## src/pkg/pis_pkg.sv

```systemverilog
package pis_pkg;

    // Command field codes latched from the low four bits of the address word.
    localparam logic [3:0] CMD_READ1 = 4'h0;
    localparam logic [3:0] CMD_READ2 = 4'h8;
    localparam logic [3:0] CMD_WRITE1 = 4'h1;
    localparam logic [3:0] CMD_WRITE2 = 4'h9;
    localparam logic [3:0] CMD_SKIP1 = 4'h2;
    localparam logic [3:0] CMD_SKIP2 = 4'h3;
    localparam logic [3:0] CMD_SKIP3 = 4'ha;
    localparam logic [3:0] CMD_SKIP4 = 4'hb;
    localparam logic [3:0] CMD_RD_CTRL_A = 4'h4;
    localparam logic [3:0] CMD_WR_CTRL_A = 4'h5;
    localparam logic [3:0] CMD_WR_CTRL_B = 4'hd;
    localparam logic [3:0] CMD_WR_VECTOR = 4'hc;
    localparam logic [3:0] CMD_SET_FLAG1 = 4'h6;
    localparam logic [3:0] CMD_SET_FLAG3 = 4'he;
    localparam logic [3:0] CMD_CLR_FLAG1 = 4'h7;
    localparam logic [3:0] CMD_CLR_FLAG3 = 4'hf;

    // Field positions inside control A, control B and the vector word.
    localparam int CRA_FLAG_LSB = 0;
    localparam int CRA_IE_LSB = 4;
    localparam int CRA_WP_LSB = 8;
    localparam int CRB_LEVEL_LSB = 0;
    localparam int CRB_POL_LSB = 4;
    localparam int VEC_BASE_BITS = 10;
    localparam int DATA_BITS = 12;
    localparam int SENSE_COUNT = 4;
    localparam int FLAG1_IDX = 0;
    localparam int FLAG3_IDX = 2;

    // Reset values of the programmable registers.
    localparam logic [3:0] FLAG_RESET = 4'h0;
    localparam logic [3:0] IE_RESET = 4'h0;
    localparam logic [1:0] WP_RESET = 2'h0;
    localparam logic [3:0] LEVEL_RESET = 4'h0;
    localparam logic [3:0] POL_RESET = 4'h0;
    localparam logic [9:0] VEC_RESET = 10'h000;

    // Processor timing signals, all sampled on the block clock.
    typedef struct packed {
        logic loadAddressPulse;
        logic deviceSelectN;
        logic readWriteTiming;
        logic ioInstruction;
        logic ioExecutePhase;
    } pis_cpu_t;

    // Control A contents.
    typedef struct packed {
        logic [1:0] writePolarity;
        logic [3:0] irqEnableBits;
        logic [3:0] flagBits;
    } pis_ctrl_a_t;

    // Control B contents.
    typedef struct packed {
        logic [3:0] sensePolaritySelect;
        logic [3:0] senseLevelSelect;
    } pis_ctrl_b_t;

    // Transfer phase tracker, one-hot.
    typedef enum logic [3:0] {
        ST_IDLE = 4'h1,
        ST_READ = 4'h2,
        ST_WRITE = 4'h4,
        ST_VECTOR = 4'h8
    } pis_state_t;

endpackage

```

## src/hw/pis_sense_cell.sv

```systemverilog
`timescale 1ns/1ns
module pis_sense_cell
    import pis_pkg::*;
(
    input wire logic clock,
    input wire logic nrst,
    input wire logic senseIn,
    input wire logic levelMode,
    input wire logic polarity,
    input wire logic irqEnable,
    input wire logic clearPair,
    input wire logic clearIrq,
    input wire logic clearAll,
    output logic skipFlag,
    output logic irqFlag
);
    logic senseLast_reg;
    logic skip_reg;
    logic irq_reg;
    logic skip_next;
    logic irq_next;
    wire logic activeNow;
    wire logic activeLast;
    wire logic activeEdge;
    wire logic setSkip;
    wire logic setIrq;

    // Polarity folds both edge kinds and both levels into one test.
    assign activeNow = polarity ? senseIn : ~senseIn;
    assign activeLast = polarity ? senseLast_reg : ~senseLast_reg;
    assign activeEdge = activeNow & ~activeLast;
    assign setSkip = levelMode ? activeNow : activeEdge;
    // Only edges may raise the interrupt flop; a level never does.
    assign setIrq = ~levelMode & activeEdge & irqEnable;

    // A new set wins over a clear in the same cycle, so no event is lost.
    assign skip_next = setSkip | (skip_reg & ~(clearPair | clearAll));
    // A cleared enable holds the interrupt flop in reset.
    assign irq_next = irqEnable &
        (setIrq | (irq_reg & ~(clearPair | clearIrq | clearAll)));

    // Sense history and the two flops of this input.
    always_ff @(posedge clock or negedge nrst) begin
        if (!nrst) begin
            senseLast_reg <= 1'b0;
            skip_reg <= 1'b0;
            irq_reg <= 1'b0;
        end else begin
            senseLast_reg <= senseIn;
            skip_reg <= skip_next;
            irq_reg <= irq_next;
        end
    end

    assign skipFlag = skip_reg;
    assign irqFlag = irq_reg;

endmodule

```

## src/hw/pis_parallel_io.sv

```systemverilog
`timescale 1ns/1ns
// What this block does
// - Read command pulses active-low peripheral read strobe
// - Write strobe pulse polarity follows write-polarity bit
// - Type and skip lines only ever pull low
// - Type lines encode write, OR-read, vector, skip
// - Enabled sense flops pull line low during load pulse
// - Skip pulls line low in read window if set
// - Control A is readable and writable
// - Flag outputs follow control A flag bits
// - Enable bit gates interrupts, else skip only
// - Control B is write only
// - Level bit one means level, zero edge
// - Only enabled edge events request interrupts
// - Polarity bit picks high/rising or low/falling
// - Grant high freezes requests and chain, enables vector
// - Selected only with chain input high and request
// - Sense one highest priority, sense four lowest
// - Vector is ten base bits plus code
// - Chain input low gives no vector
// - Clear-all, skip pair, vector winner, disabled hold
// - Control A read drives bus in read phase
// - Register writes capture bus in write phase
module pis_parallel_io
    import pis_pkg::*;
(
    input wire logic clock,
    input wire logic nrst,
    input wire pis_cpu_t cpu,
    input wire logic addressMatch,
    input wire logic clearAllFlagsCmd,
    input wire logic irqGrant,
    input wire logic priorityChainIn,
    output logic priorityChainOut,
    input wire logic [DATA_BITS-1:0] dxIn,
    output logic [DATA_BITS-1:0] dxOut,
    output logic dxOe,
    input wire logic [SENSE_COUNT-1:0] sense,
    output logic [3:0] flagBits,
    output logic [1:0] readStrobeN,
    output logic [1:0] writeStrobe,
    input wire logic transferTypeANIn,
    output logic transferTypeANOut,
    output logic transferTypeANOe,
    input wire logic transferTypeBNIn,
    output logic transferTypeBNOut,
    output logic transferTypeBNOe,
    input wire logic skipOrIrqNIn,
    output logic skipOrIrqNOut,
    output logic skipOrIrqNOe
);
    pis_state_t state_reg;
    pis_state_t state_next;
    pis_ctrl_a_t controlA_reg;
    pis_ctrl_b_t controlB_reg;
    logic [VEC_BASE_BITS-1:0] vectorBase_reg;
    logic [3:0] command_reg;
    logic commandValid_reg;
    logic [SENSE_COUNT-1:0] pending_reg;
    logic [DATA_BITS-1:0] dxOut_reg;
    logic dxOe_reg;
    logic [1:0] readStrobeN_reg;
    logic [1:0] writeStrobe_reg;
    logic [SENSE_COUNT-1:0] skipFlags;
    logic [SENSE_COUNT-1:0] irqFlags;

    // Lowest index wins: sense one outranks sense four.
    function automatic logic [3:0] winner(input logic [3:0] req);
        logic [3:0] hit;
        hit = 4'h0;
        if (req[0]) begin
            hit = 4'h1;
        end else if (req[1]) begin
            hit = 4'h2;
        end else if (req[2]) begin
            hit = 4'h4;
        end else if (req[3]) begin
            hit = 4'h8;
        end
        return hit;
    endfunction

    // Two-bit source code of a one-hot winner.
    function automatic logic [1:0] encode(input logic [3:0] hot);
        return {hot[3] | hot[2], hot[3] | hot[1]};
    endfunction

    // Command decode of the latched control field.
    wire logic isRead1 = command_reg == CMD_READ1;
    wire logic isRead2 = command_reg == CMD_READ2;
    wire logic isWrite1 = command_reg == CMD_WRITE1;
    wire logic isWrite2 = command_reg == CMD_WRITE2;
    wire logic isReadA = command_reg == CMD_RD_CTRL_A;
    wire logic isWriteA = command_reg == CMD_WR_CTRL_A;
    wire logic isWriteB = command_reg == CMD_WR_CTRL_B;
    wire logic isWriteV = command_reg == CMD_WR_VECTOR;
    wire logic isSkip = command_reg == CMD_SKIP1 ||
        command_reg == CMD_SKIP2 || command_reg == CMD_SKIP3 ||
        command_reg == CMD_SKIP4;
    // Skip selector: bit 0 picks the even sense (two or four), bit 3 picks the upper pair.
    wire logic [1:0] skipIndex = {command_reg[3], command_reg[0]};
    wire logic [3:0] skipHot = 4'h1 << skipIndex;

    // Processor phases; device select low opens an execute window.
    wire logic execWin = cpu.ioExecutePhase & ~cpu.deviceSelectN;
    wire logic readWin = execWin & cpu.readWriteTiming;
    wire logic writeWin = execWin & ~cpu.readWriteTiming;
    wire logic ourCmd = commandValid_reg & ~irqGrant;

    // Grant freezes the chain on the snapshot taken before it rose.
    wire logic anyPending = |pending_reg;
    wire logic selected = priorityChainIn & anyPending;
    wire logic [3:0] winHot = winner(pending_reg);
    wire logic [DATA_BITS-1:0] vectorWord =
        {encode(winHot), vectorBase_reg};
    wire logic vectorWin = irqGrant & selected & readWin;

    // Interrupt request only while the load pulse is high, never in grant.
    wire logic irqPull =
        cpu.loadAddressPulse & ~irqGrant & (|irqFlags);
    wire logic skipPull = state_reg == ST_READ & isSkip &
        |(skipFlags & skipHot);

    // Clears taken when a window closes.
    wire logic readDone = state_reg == ST_READ & ~readWin;
    wire logic vectorDone = state_reg == ST_VECTOR & ~readWin;
    wire logic [3:0] clearPair = (readDone & isSkip) ? skipHot : 4'h0;
    wire logic [3:0] clearIrq = vectorDone ? winHot : 4'h0;

    // One sense cell per input; the cells own the skip and interrupt flops.
    genvar g;
    generate
        for (g = 0; g < SENSE_COUNT; g++) begin : g_sense
            pis_sense_cell u_cell (
                .clock(clock),
                .nrst(nrst),
                .senseIn(sense[g]),
                .levelMode(controlB_reg.senseLevelSelect[g]),
                .polarity(controlB_reg.sensePolaritySelect[g]),
                .irqEnable(controlA_reg.irqEnableBits[g]),
                .clearPair(clearPair[g]),
                .clearIrq(clearIrq[g]),
                .clearAll(clearAllFlagsCmd),
                .skipFlag(skipFlags[g]),
                .irqFlag(irqFlags[g])
            );
        end
    endgenerate

    // Phase tracker: a window opens on select and closes when it drops.
    always_comb begin
        state_next = state_reg;
        unique case (state_reg)
            ST_IDLE: begin
                if (vectorWin) begin
                    state_next = ST_VECTOR;
                end else if (readWin & ourCmd) begin
                    state_next = ST_READ;
                end else if (writeWin & ourCmd) begin
                    state_next = ST_WRITE;
                end
            end
            ST_READ: begin
                if (!readWin) begin
                    state_next = ST_IDLE;
                end
            end
            ST_WRITE: begin
                if (!writeWin) begin
                    state_next = ST_IDLE;
                end
            end
            ST_VECTOR: begin
                if (!readWin) begin
                    state_next = ST_IDLE;
                end
            end
        endcase
    end

    wire logic writeStart = state_reg == ST_IDLE & state_next == ST_WRITE;
    wire logic readStart = state_reg == ST_IDLE & state_next == ST_READ;
    wire logic opDone = (state_reg != ST_IDLE) & (state_next == ST_IDLE);

    // Command latch: the address word is taken on the load pulse.
    always_ff @(posedge clock or negedge nrst) begin
        if (!nrst) begin
            command_reg <= 4'h0;
            commandValid_reg <= 1'b0;
        end else if (cpu.loadAddressPulse) begin
            command_reg <= dxIn[3:0];
            commandValid_reg <= cpu.ioInstruction & addressMatch;
        end else if (opDone) begin
            commandValid_reg <= 1'b0;
        end
    end

    always_ff @(posedge clock or negedge nrst) begin
        if (!nrst) begin
            state_reg <= ST_IDLE;
        end else begin
            state_reg <= state_next;
        end
    end

    // Snapshot of interrupt flops; frozen while grant is high.
    always_ff @(posedge clock or negedge nrst) begin
        if (!nrst) begin
            pending_reg <= 4'h0;
        end else if (!irqGrant && cpu.loadAddressPulse) begin
            pending_reg <= irqFlags;
        end else if (vectorDone) begin
            pending_reg <= pending_reg & ~winHot;
        end
    end

    // Register writes land at the start of the write window.
    always_ff @(posedge clock or negedge nrst) begin
        if (!nrst) begin
            controlA_reg <= '{WP_RESET, IE_RESET, FLAG_RESET};
            controlB_reg <= '{POL_RESET, LEVEL_RESET};
            vectorBase_reg <= VEC_RESET;
        end else if (writeStart && isWriteA) begin
            controlA_reg.flagBits <= dxIn[CRA_FLAG_LSB +: 4];
            controlA_reg.irqEnableBits <= dxIn[CRA_IE_LSB +: 4];
            controlA_reg.writePolarity <= dxIn[CRA_WP_LSB +: 2];
        end else if (writeStart && isWriteB) begin
            controlB_reg.senseLevelSelect <= dxIn[CRB_LEVEL_LSB +: 4];
            controlB_reg.sensePolaritySelect <= dxIn[CRB_POL_LSB +: 4];
        end else if (writeStart && isWriteV) begin
            vectorBase_reg <= dxIn[VEC_BASE_BITS-1:0];
        end else if (readStart || writeStart) begin
            if (command_reg == CMD_SET_FLAG1) begin
                controlA_reg.flagBits[FLAG1_IDX] <= 1'b1;
            end else if (command_reg == CMD_SET_FLAG3) begin
                controlA_reg.flagBits[FLAG3_IDX] <= 1'b1;
            end else if (command_reg == CMD_CLR_FLAG1) begin
                controlA_reg.flagBits[FLAG1_IDX] <= 1'b0;
            end else if (command_reg == CMD_CLR_FLAG3) begin
                controlA_reg.flagBits[FLAG3_IDX] <= 1'b0;
            end
        end
    end

    // Bus drive: control A readback or the vector, else released.
    wire logic [DATA_BITS-1:0] controlAWord =
        {2'h0, controlA_reg.writePolarity, controlA_reg.irqEnableBits,
        controlA_reg.flagBits};
    wire logic driveA = state_next == ST_READ & isReadA;
    wire logic driveV = state_next == ST_VECTOR;
    always_ff @(posedge clock or negedge nrst) begin
        if (!nrst) begin
            dxOut_reg <= 12'h000;
            dxOe_reg <= 1'b0;
        end else begin
            dxOut_reg <= driveV ? vectorWord :
                (driveA ? controlAWord : 12'h000);
            dxOe_reg <= driveV | driveA;
        end
    end

    // Peripheral strobes; write idle level is the inverse of its polarity.
    wire logic [1:0] readHit = {isRead2, isRead1} & {2{state_next == ST_READ}};
    wire logic [1:0] writeHit =
        {isWrite2, isWrite1} & {2{state_next == ST_WRITE}};
    always_ff @(posedge clock or negedge nrst) begin
        if (!nrst) begin
            readStrobeN_reg <= 2'h3;
            writeStrobe_reg <= 2'h3;
        end else begin
            readStrobeN_reg <= ~readHit;
            writeStrobe_reg <= writeHit ^ ~controlA_reg.writePolarity;
        end
    end

    // Open-drain lines: output level is always low, only the enable moves.
    wire logic readType = state_reg == ST_READ &
        (isRead1 | isRead2 | isReadA);
    assign transferTypeANOut = 1'b0;
    assign transferTypeBNOut = 1'b0;
    assign skipOrIrqNOut = 1'b0;
    assign transferTypeANOe = readType | state_reg == ST_VECTOR;
    assign transferTypeBNOe = state_reg == ST_VECTOR;
    assign skipOrIrqNOe = skipPull | irqPull;

    // Chain passes priority only when this device has nothing pending.
    assign priorityChainOut = priorityChainIn & ~anyPending;
    assign flagBits = controlA_reg.flagBits;
    assign dxOut = dxOut_reg;
    assign dxOe = dxOe_reg;
    assign readStrobeN = readStrobeN_reg;
    assign writeStrobe = writeStrobe_reg;

    property p_read_strobe;
        @(posedge clock) disable iff (!nrst)
        (readStart && isRead1) |=> !readStrobeN[0];
    endproperty
    a_read_strobe: assert property (p_read_strobe)
        else $error("read strobe missing");

    property p_write_pol;
        @(posedge clock) disable iff (!nrst)
        (state_reg == ST_IDLE && state_next != ST_WRITE)
            |=> writeStrobe == ~$past(controlA_reg.writePolarity);
    endproperty
    a_write_pol: assert property (p_write_pol)
        else $error("write strobe idle level wrong");

    property p_vector_type;
        @(posedge clock) disable iff (!nrst)
        vectorWin && state_reg == ST_IDLE
            |=> transferTypeANOe && transferTypeBNOe && dxOe &&
            dxOut == $past(vectorWord);
    endproperty
    a_vector_type: assert property (p_vector_type)
        else $error("vector transfer lines wrong");

    property p_irq_pull;
        @(posedge clock) disable iff (!nrst)
        (cpu.loadAddressPulse && !irqGrant && |irqFlags) |-> skipOrIrqNOe;
    endproperty
    a_irq_pull: assert property (p_irq_pull)
        else $error("interrupt not requested");

    property p_flags;
        @(posedge clock) disable iff (!nrst)
        (writeStart && isWriteA) |=> flagBits == $past(dxIn[3:0]);
    endproperty
    a_flags: assert property (p_flags)
        else $error("flag outputs do not follow write");

    property p_freeze;
        @(posedge clock) disable iff (!nrst)
        irqGrant && !vectorDone |=> $stable(pending_reg);
    endproperty
    a_freeze: assert property (p_freeze)
        else $error("chain changed during grant");

    property p_chain_low;
        @(posedge clock) disable iff (!nrst)
        !priorityChainIn && state_reg == ST_IDLE |=> !transferTypeBNOe;
    endproperty
    a_chain_low: assert property (p_chain_low)
        else $error("vector without chain priority");

    property p_caf;
        @(posedge clock) disable iff (!nrst)
        clearAllFlagsCmd && $past(nrst) &&
            controlB_reg.senseLevelSelect == 4'h0 && $stable(sense)
            |=> skipFlags == 4'h0 && irqFlags == 4'h0;
    endproperty
    a_caf: assert property (p_caf)
        else $error("clear all left a flag set");

    c_vector: cover property (@(posedge clock) disable iff (!nrst)
        vectorDone);
    c_skip: cover property (@(posedge clock) disable iff (!nrst)
        readDone && isSkip && skipPull);
    c_read_a: cover property (@(posedge clock) disable iff (!nrst)
        dxOe && isReadA);

endmodule

```

## config.mk

```make
export PLATFORM = sky130hd
export DESIGN_NAME = pis_parallel_io
export DESIGN_NICKNAME = d
export VERILOG_FILES = /design/src/pkg/pis_pkg.sv /design/src/hw/pis_sense_cell.sv /design/src/hw/pis_parallel_io.sv
export SDC_FILE = /design/constraint.sdc
export NUM_CORES = 1
export LEC_CHECK = 0
export ABC_AREA = 1
export BUFFER_PORTS_ARGS = -buffer_cell sky130_fd_sc_hd__buf_2
export CAP_MARGIN = 30
export CORE_UTILIZATION = 60
export DETAILED_ROUTE_END_ITERATION = 7
export PLACE_DENSITY = 0.94
export SYNTH_ARGS = -nofsm -noshare
export SYNTH_HDL_FRONTEND = slang
export SYNTH_SLANG_ARGS = --single-unit
```

## constraint.sdc

```tcl
create_clock -name clock -period 3 [get_ports clock]
set_input_delay 0.6 -clock clock [delete_from_list [all_inputs] [get_ports clock]]
set_output_delay 0.6 -clock clock [all_outputs]
set_load 0.01 [all_outputs]
```

==> out/metrics.yaml, run 1 <==
ys_top_cells_by_count: "97 x nand2_1, 65 x dfrtp_1, 61 x inv_1"
antennaDiodeCount: 0
number_of_nets_at_the_end_of_the_flow: 497
cts_tree: "done"
clock_tree.buffer_depth: 2
cts-htree-levels: 3
first_global_vias: 2891
firstDrtPassIters: 4
critPathCaptureType: "flop"
hold_path_depth: 1
internal-power_mw: 1.58
crit_arrival_ns: 2.66
max_freq_mhz: 418
post-synth-top-area-cell: "dfrtp_1"
timing.clock.skew_ns: 0.0131
groute.usage.overall_pct: 27.0
fp-row-count: 27
max_cap_viol: 0
die_w_um: 78.5
totalPowerFinal_mw: 2.42
cells_along_the_critical_path: "nor2_2 -> nand2_4 -> nand3_2 -> nor2_2 -> nand2_1 -> a21oi_1 -> nand4_1 -> o21ai_0"
cts-hold-fix-buffers: 0
clock_sink_count: 70
cts_root_buf: "clkbuf_8"
totalNegativeSetupSlack_ns: 0
via_count: 2903
fillCellCount: 408
max-slew-margin-rel_pct: 43.6
post_drt_via_cell_ratio: 5.34
grt_setup_unrepaired: "no"
postCtsSetupRepairBufs: 0
antenna_found_initial: 0
setup.worst_path.class: "flop to flop"
timing_max_transition_violations_final: 0
post-route-min-period_ns: 2.39
synth_edf_count: 0
pin_count_of_the_biggest_net_entering_global_routing: 71
ir_worst_vdd_v: 0.000444
largest_register_ff_count: 12
powerDensity_nw_per_um2: 616
r2r-start: "state_reg[0]"
avgSynthCellArea_um2: 8.39
syn_to_final_growth_pct: 12.2
synth_sequential_area_ratio_pct: 50.1
maximum_fanout_count_along_the_critical_path: 11
netlist.area_leader.share_pct: 46.4
ys_warn_count: 0
initial_core_util_pct: 62.9
largest_cells_by_area_after_synthesis: "dfrtp_1 46%, nand2_1 10%, inv_1 6.5%, nand3_1 4.3%, dfstp_2 3.7%"
clk_pin_slew_worst_paths_ns: 0.08
route.detailed.wl_per_inst_um: 13.7
hold_path.startpoint: "sense[1]"
hold_viol_final: 0
crit_path_start_kind: "flop"
die_area_um2: 6160
postSynth.asyncResetShare_pct: 100
critical_path.most_common_cell: "nor2_2"
cts_resized: 0
timing.critical_path.slowest_cell_delay_ns: 0.60
timing.hold.worst_endpoint: "g_sense[1].u_cell.senseLast_reg"
syn_inst: 418
place_worst_setup_slack_ns: 0.461
die-height_um: 78.5
synth-seq-cells: 70
detail-route-antenna-nets: 0
timing.final.crit_share_pct: 79.8
combinationalPowerShare_pct: 22.7
synthesis.area_um2: 3510
hold_class: "primary input to flop"
gr-total-overflow: 0
drc_errors: 0
synth_most_common_cell: "nand2_1"
regArea_um2: 1760
worstMarginPinSlew_ns: 0.847
drive_gt1_share_pct: 25.6
synthFlopType: "dfrtp_1"
setup_viol: 0
detailedRoute.firstIterationViolations: 244
dp_hpwl_um: 5380
leakagePower_nw: 2.08
status: "complete, no violations"
regToRegEndpoint: "dxOut[0]"
slowest_stage: "dfstp_2"
power_frac_seq_pct: 48.2
fin_util_pct: 70.6
multi_input_area_um2: 1400
cts-buffers-inserted: 9
grt_first_pass_wirelength_um: 12500
sw_frac_of_total_pct: 35.0
totalWireLength_um: 7460
core_area_um2: 5570
synth.distinct_cells: 34
worstRegToRegCells: 8
place.port_buffers: 49
worstPathRequired_ns: 3.26
final_critical_path_setup_slack_ns: 0.606
pin_count: 58
routabilityCongestion: 0.879
worst-r2r-setup-slack_ns: 0.61
clk_latency_ns: 0.36
clock_network_fraction_of_total_power_pct: 29.1
netSwitchingPower_uw: 849
[per-layer routing]
| metal | part of all wire [%] | global-route usage [%] |
|---|---|---|
| met5 | 0 | 0 |
| met4 | 2.7 | 12.4 |
| met3 | 4.7 | 7.21 |
| met2 | 52 | 46.7 |
| met1 | 40 | 31.2 |
[worst max-delay path, delay by kind of cell (launching register included)]
family	cells	cell delay, ns
AOI/OAI and AO/OA	2	0.63
and+or+nand+nor	6	1.07
DFF	1	0.60
[cell type report]
| class | instances | share of cell area, % |
|---|---|---|
| clock inverter | 6 | 1.14 |
| tap | 72 | 2.29 |
| sequential | 70 | 44.6 |
| multi-input combinational | 269 | 35.6 |
| inverter | 67 | 6.39 |
| clock buffer | 10 | 3.50 |
| timing repair buffer | 50 | 6.42 |
[power groups by stage]
stage / clock, mW / combinational [mW] / sequential, mW
6_report: 0.705 / 0.552 / 1.17
3_3_place_gp: 0 / 0.512 / 1.18
4_1_cts: 0.706 / 0.548 / 1.17
3_5_place_dp: 0 / 0.541 / 1.18
2_1_floorplan: 0 / 0.418 / 1.16
5_1_grt: 0.752 / 0.612 / 1.18
[layout by cell type (no fill, tap or decap), types with 2 or more instances in the layout]
| master | n |
|---|---|
| clkinvlp_4 | 3 |
| nand3_1 | 30 |
| nor2_4 | 2 |
| o211ai_1 | 2 |
| a21oi_2 | 3 |
| dfstp_2 | 5 |
| dfrtp_1 | 65 |
| nand3_4 | 2 |
| o21ai_0 | 19 |
| nand3_2 | 3 |
| xor2_1 | 2 |
| o31ai_1 | 3 |
| nor2_2 | 7 |
| nor3_1 | 2 |
| a21oi_1 | 12 |
| o21ai_2 | 15 |
| clkbuf_8 | 10 |
| nor2_1 | 30 |
| nand4_1 | 4 |
| nand2_4 | 3 |
| buf_2 | 49 |
| nor4_1 | 2 |
| o21ai_1 | 17 |
| nand2_1 | 97 |
| nand2_2 | 8 |
| inv_1 | 61 |
| conb_1 | 3 |
| inv_2 | 5 |
[metrics by stage]
stage | instances | hold slack, ns | cell area, um^2
after floorplan | 420 | 0.304 | 3520
after global placement | 528 | 0.417 | 3750
after detailed placement | 528 | 0.422 | 3750
after CTS | 544 | 0.374 | 3940
after global routing | 544 | 0.375 | 3940
final | 544 | 0.383 | 3940
[worst max path at each step]
stage,startpoint,end,slack (ns),cells after the start
after global placement,irqGrant,dxOut[4],0.55,10
after CTS,state_reg[0],dxOut[0],0.67,8
final,state_reg[0],dxOut[0],0.61,8
after global routing,state_reg[0],dxOut[0],0.40,8
after detailed placement,cpu[3],flagBits[0],0.46,15
after floorplan,cpu[3],controlB_reg[7],1.04,13
[kinds of logic (layout without fill, tap and decap cells)]
kind of cell           after synthesis  in the layout  share of synthesized area (%)
AND/OR/NAND/NOR                    193            193                           26.7
other                                1              3                          0.107
buffers and inverters               81            133                           10.1
XOR/XNOR                             2              2                          0.499
AO/OA/AOI/OAI                       71             71                           12.4
flip-flops                          70             70                           50.1
(Power assumes the default switching activity.)
==> inputs of run 2 (changes only) <==
--- a/config.mk
+++ b/config.mk
@@ -8,9 +8,9 @@
 export ABC_AREA = 1
 export BUFFER_PORTS_ARGS = -buffer_cell sky130_fd_sc_hd__buf_2
 export CAP_MARGIN = 30
-export CORE_UTILIZATION = 60
+export CORE_UTILIZATION = 51
 export DETAILED_ROUTE_END_ITERATION = 7
-export PLACE_DENSITY = 0.94
+export PLACE_DENSITY = 0.86
 export SYNTH_ARGS = -nofsm -noshare
 export SYNTH_HDL_FRONTEND = slang
 export SYNTH_SLANG_ARGS = --single-unit
==> constraint.sdc (replaced) <==
create_clock -name clock -period 1.9 [get_ports clock]
set_input_delay 0.38 -clock clock [delete_from_list [all_inputs] [get_ports clock]]
set_output_delay 0.38 -clock clock [all_outputs]
set_load 0.01 [all_outputs]
==> run 2 against run 1 <==
The flow now finishes with violations (DRC, setup timing). Sequential share of layout area down 5.0 points. Count of clock-buffer cells in the layout unchanged. Largest power group unchanged. Critical path depth up 5. Largest cell class unchanged. Routed wire length up 7.6%. Non-clock buffer count up 34. Global-route usage down 3.6 points. Die area up 17%. Combinational power up 96%. First-iteration DRC count down 20%.
==> out/metrics.yaml, run 2 (synthesis results as in run 1) <==
routabilityCongestion: 0.841
final_critical_path_setup_slack_ns: -0.0872
clk_pin_slew_worst_paths_ns: 0.08
worstRegToRegCells: 13
timing.final.crit_share_pct: 105
die-height_um: 84.9
worst-r2r-setup-slack_ns: -0.09
core_area_um2: 6490
worstPathRequired_ns: 2.13
cts-buffers-inserted: 9
ir_worst_vdd_v: 0.000723
final_cells: 583
clock_sink_count: 70
worst-path-stages: 13
timing.critical_path.slowest_cell_delay_ns: 0.59
fp-row-count: 29
dpl_cell_area_um2: 4010
crit_path_end: "flagBits[2]"
critPathBufInv: 0
pin_count: 58
via_count: 3052
place.port_buffers: 49
initial_core_util_pct: 54.0
maximum_fanout_count_along_the_critical_path: 7
cpLargestDelayFamily: "simple AND/OR/NAND/NOR gates"
clk_latency_ns: 0.35
regToRegEndpoint: "flagBits[2]"
grt_setup_unrepaired: "yes"
placed_cells: 560
fin_util_pct: 68.3
timing_max_transition_violations_final: 0
route.detailed.wl_per_inst_um: 13.8
totalNegativeSetupSlack_ns: -1.59
cts-hold-fix-buffers: 0
detailedRoute.firstIterationViolations: 196
setup.worst_path.class: "flop to flop"
slowest_stage: "dfstp_2"
post-route-min-period_ns: 1.99
hold_class: "primary input to asynchronous set/reset pin"
cts_root_buf: "clkbuf_8"
gr-total-overflow: 0
drc_errors: 4
first_global_vias: 2820
critPathCaptureType: "flop"
cts-htree-levels: 3
grt_first_pass_wirelength_um: 13100
firstDrtPassIters: 8
groute.usage.overall_pct: 23.4
layout_common_cells: "86 x nand2_1, 63 x dfrtp_1, 60 x inv_1"
largest_register_ff_count: 12
drive_gt1_share_pct: 35.6
final_design_area_no_fill_um2: 4440
powerDensity_nw_per_um2: 933
violations: "DRC, setup timing"
status: "complete, but fails checks"
syn_to_final_growth_pct: 26.5
cts_tree: "done"
dp_hpwl_um: 5590
max_cap_viol: 0
antennaDiodeCount: 0
crit_arrival_ns: 2.21
setup_viol: 30
hold_viol_final: 0
die_w_um: 84.9
number_of_nets_at_the_end_of_the_flow: 531
detail-route-antenna-nets: 0
die_area_um2: 7210
r2r-start: "state_reg[0]"
critical_path.most_common_cell: "nand2_2"
totalWireLength_um: 8030
max_freq_mhz: 503
startpoint: "state_reg[0]"
final_common_cell: "nand2_1"
pin_count_of_the_biggest_net_entering_global_routing: 71
clock_tree.buffer_depth: 2
cells_along_the_critical_path: "nor2_2 -> nand2_4 -> nand2_2 -> nand2_2 -> nand2_2 -> nor2_4 -> nand3_4 -> nor2_8 -> nand3_4 -> nand2_2 -> nand3_1 -> nand2_1 -> nand2_1"
post_drt_via_cell_ratio: 5.23
antenna_found_initial: 0
timing.clock.skew_ns: 0.00730
crit_path_start_kind: "flop"
leakagePower_nw: 2.30
## run 2: cell count changes in the layout (fill, tap and decap cells not counted), sizes merged
cell	change
buf	+33
bufinv	+1
clkbuf	+1
clkinv	-3
inv	+2
## run 2: layout make-up
class	count	area (um^2)
inverters	67	251
multi-input cells	269	1540
flip-flops and latches	70	1760
clock inverters	6	70.1
fillers	489	2060
clock buffers	10	128
well taps	77	96.3
repair buffers	84	591
## run 2: per-stage QoR
step / power (mW) / setup WS (ns) / hold slack, ns
2_1_floorplan: 2.50 / 0.0714 / 0.0844
3_3_place_gp: 2.77 / -0.102 / 0.417
3_5_place_dp: 2.82 / -0.206 / 0.424
4_1_cts: 4.07 / -0.0784 / 0.0511
5_1_grt: 4.36 / -0.194 / 0.0622
6_report: 4.14 / -0.0872 / 0.0391
## run 2: worst min path at each step
stage,start,end,slack (ns),cells past startpoint
4_1_cts,nrst,vectorBase_reg[3],0.05,2
3_5_place_dp,controlAWord[9],writeStrobe[1],0.42,1
6_report,nrst,dxOut[3],0.04,2
2_1_floorplan,nrst,commandValid_reg,0.08,0
5_1_grt,nrst,vectorBase_reg[3],0.06,2
3_3_place_gp,controlAWord[9],writeStrobe[1],0.42,1
## run 2: what timing repair did
action                     4_1_cts  5_1_grt
setup endpoints to repair       40       43
resized for setup               17       29
pin swaps                        4       10
gates cloned                     0        2
buffers inserted                 2        3
## run 2: metal layers
layer	track usage (%)	part of all wire, %	routed length (um)	vias up
met5	0	0	0	-
met4	8.32	2.3	185	0
met3	6.61	5.3	428	17
met2	39.6	51	4110	109
met1	28.8	41	3300	1437
li1	-	-	-	1489
## run 2: power by group
group | leakage [nW] | switching, mW | internal [mW]
combinational | 1.30 | 0.664 | 0.412
clock | 0.0895 | 0.586 | 0.615
sequential | 0.916 | 0.168 | 1.69
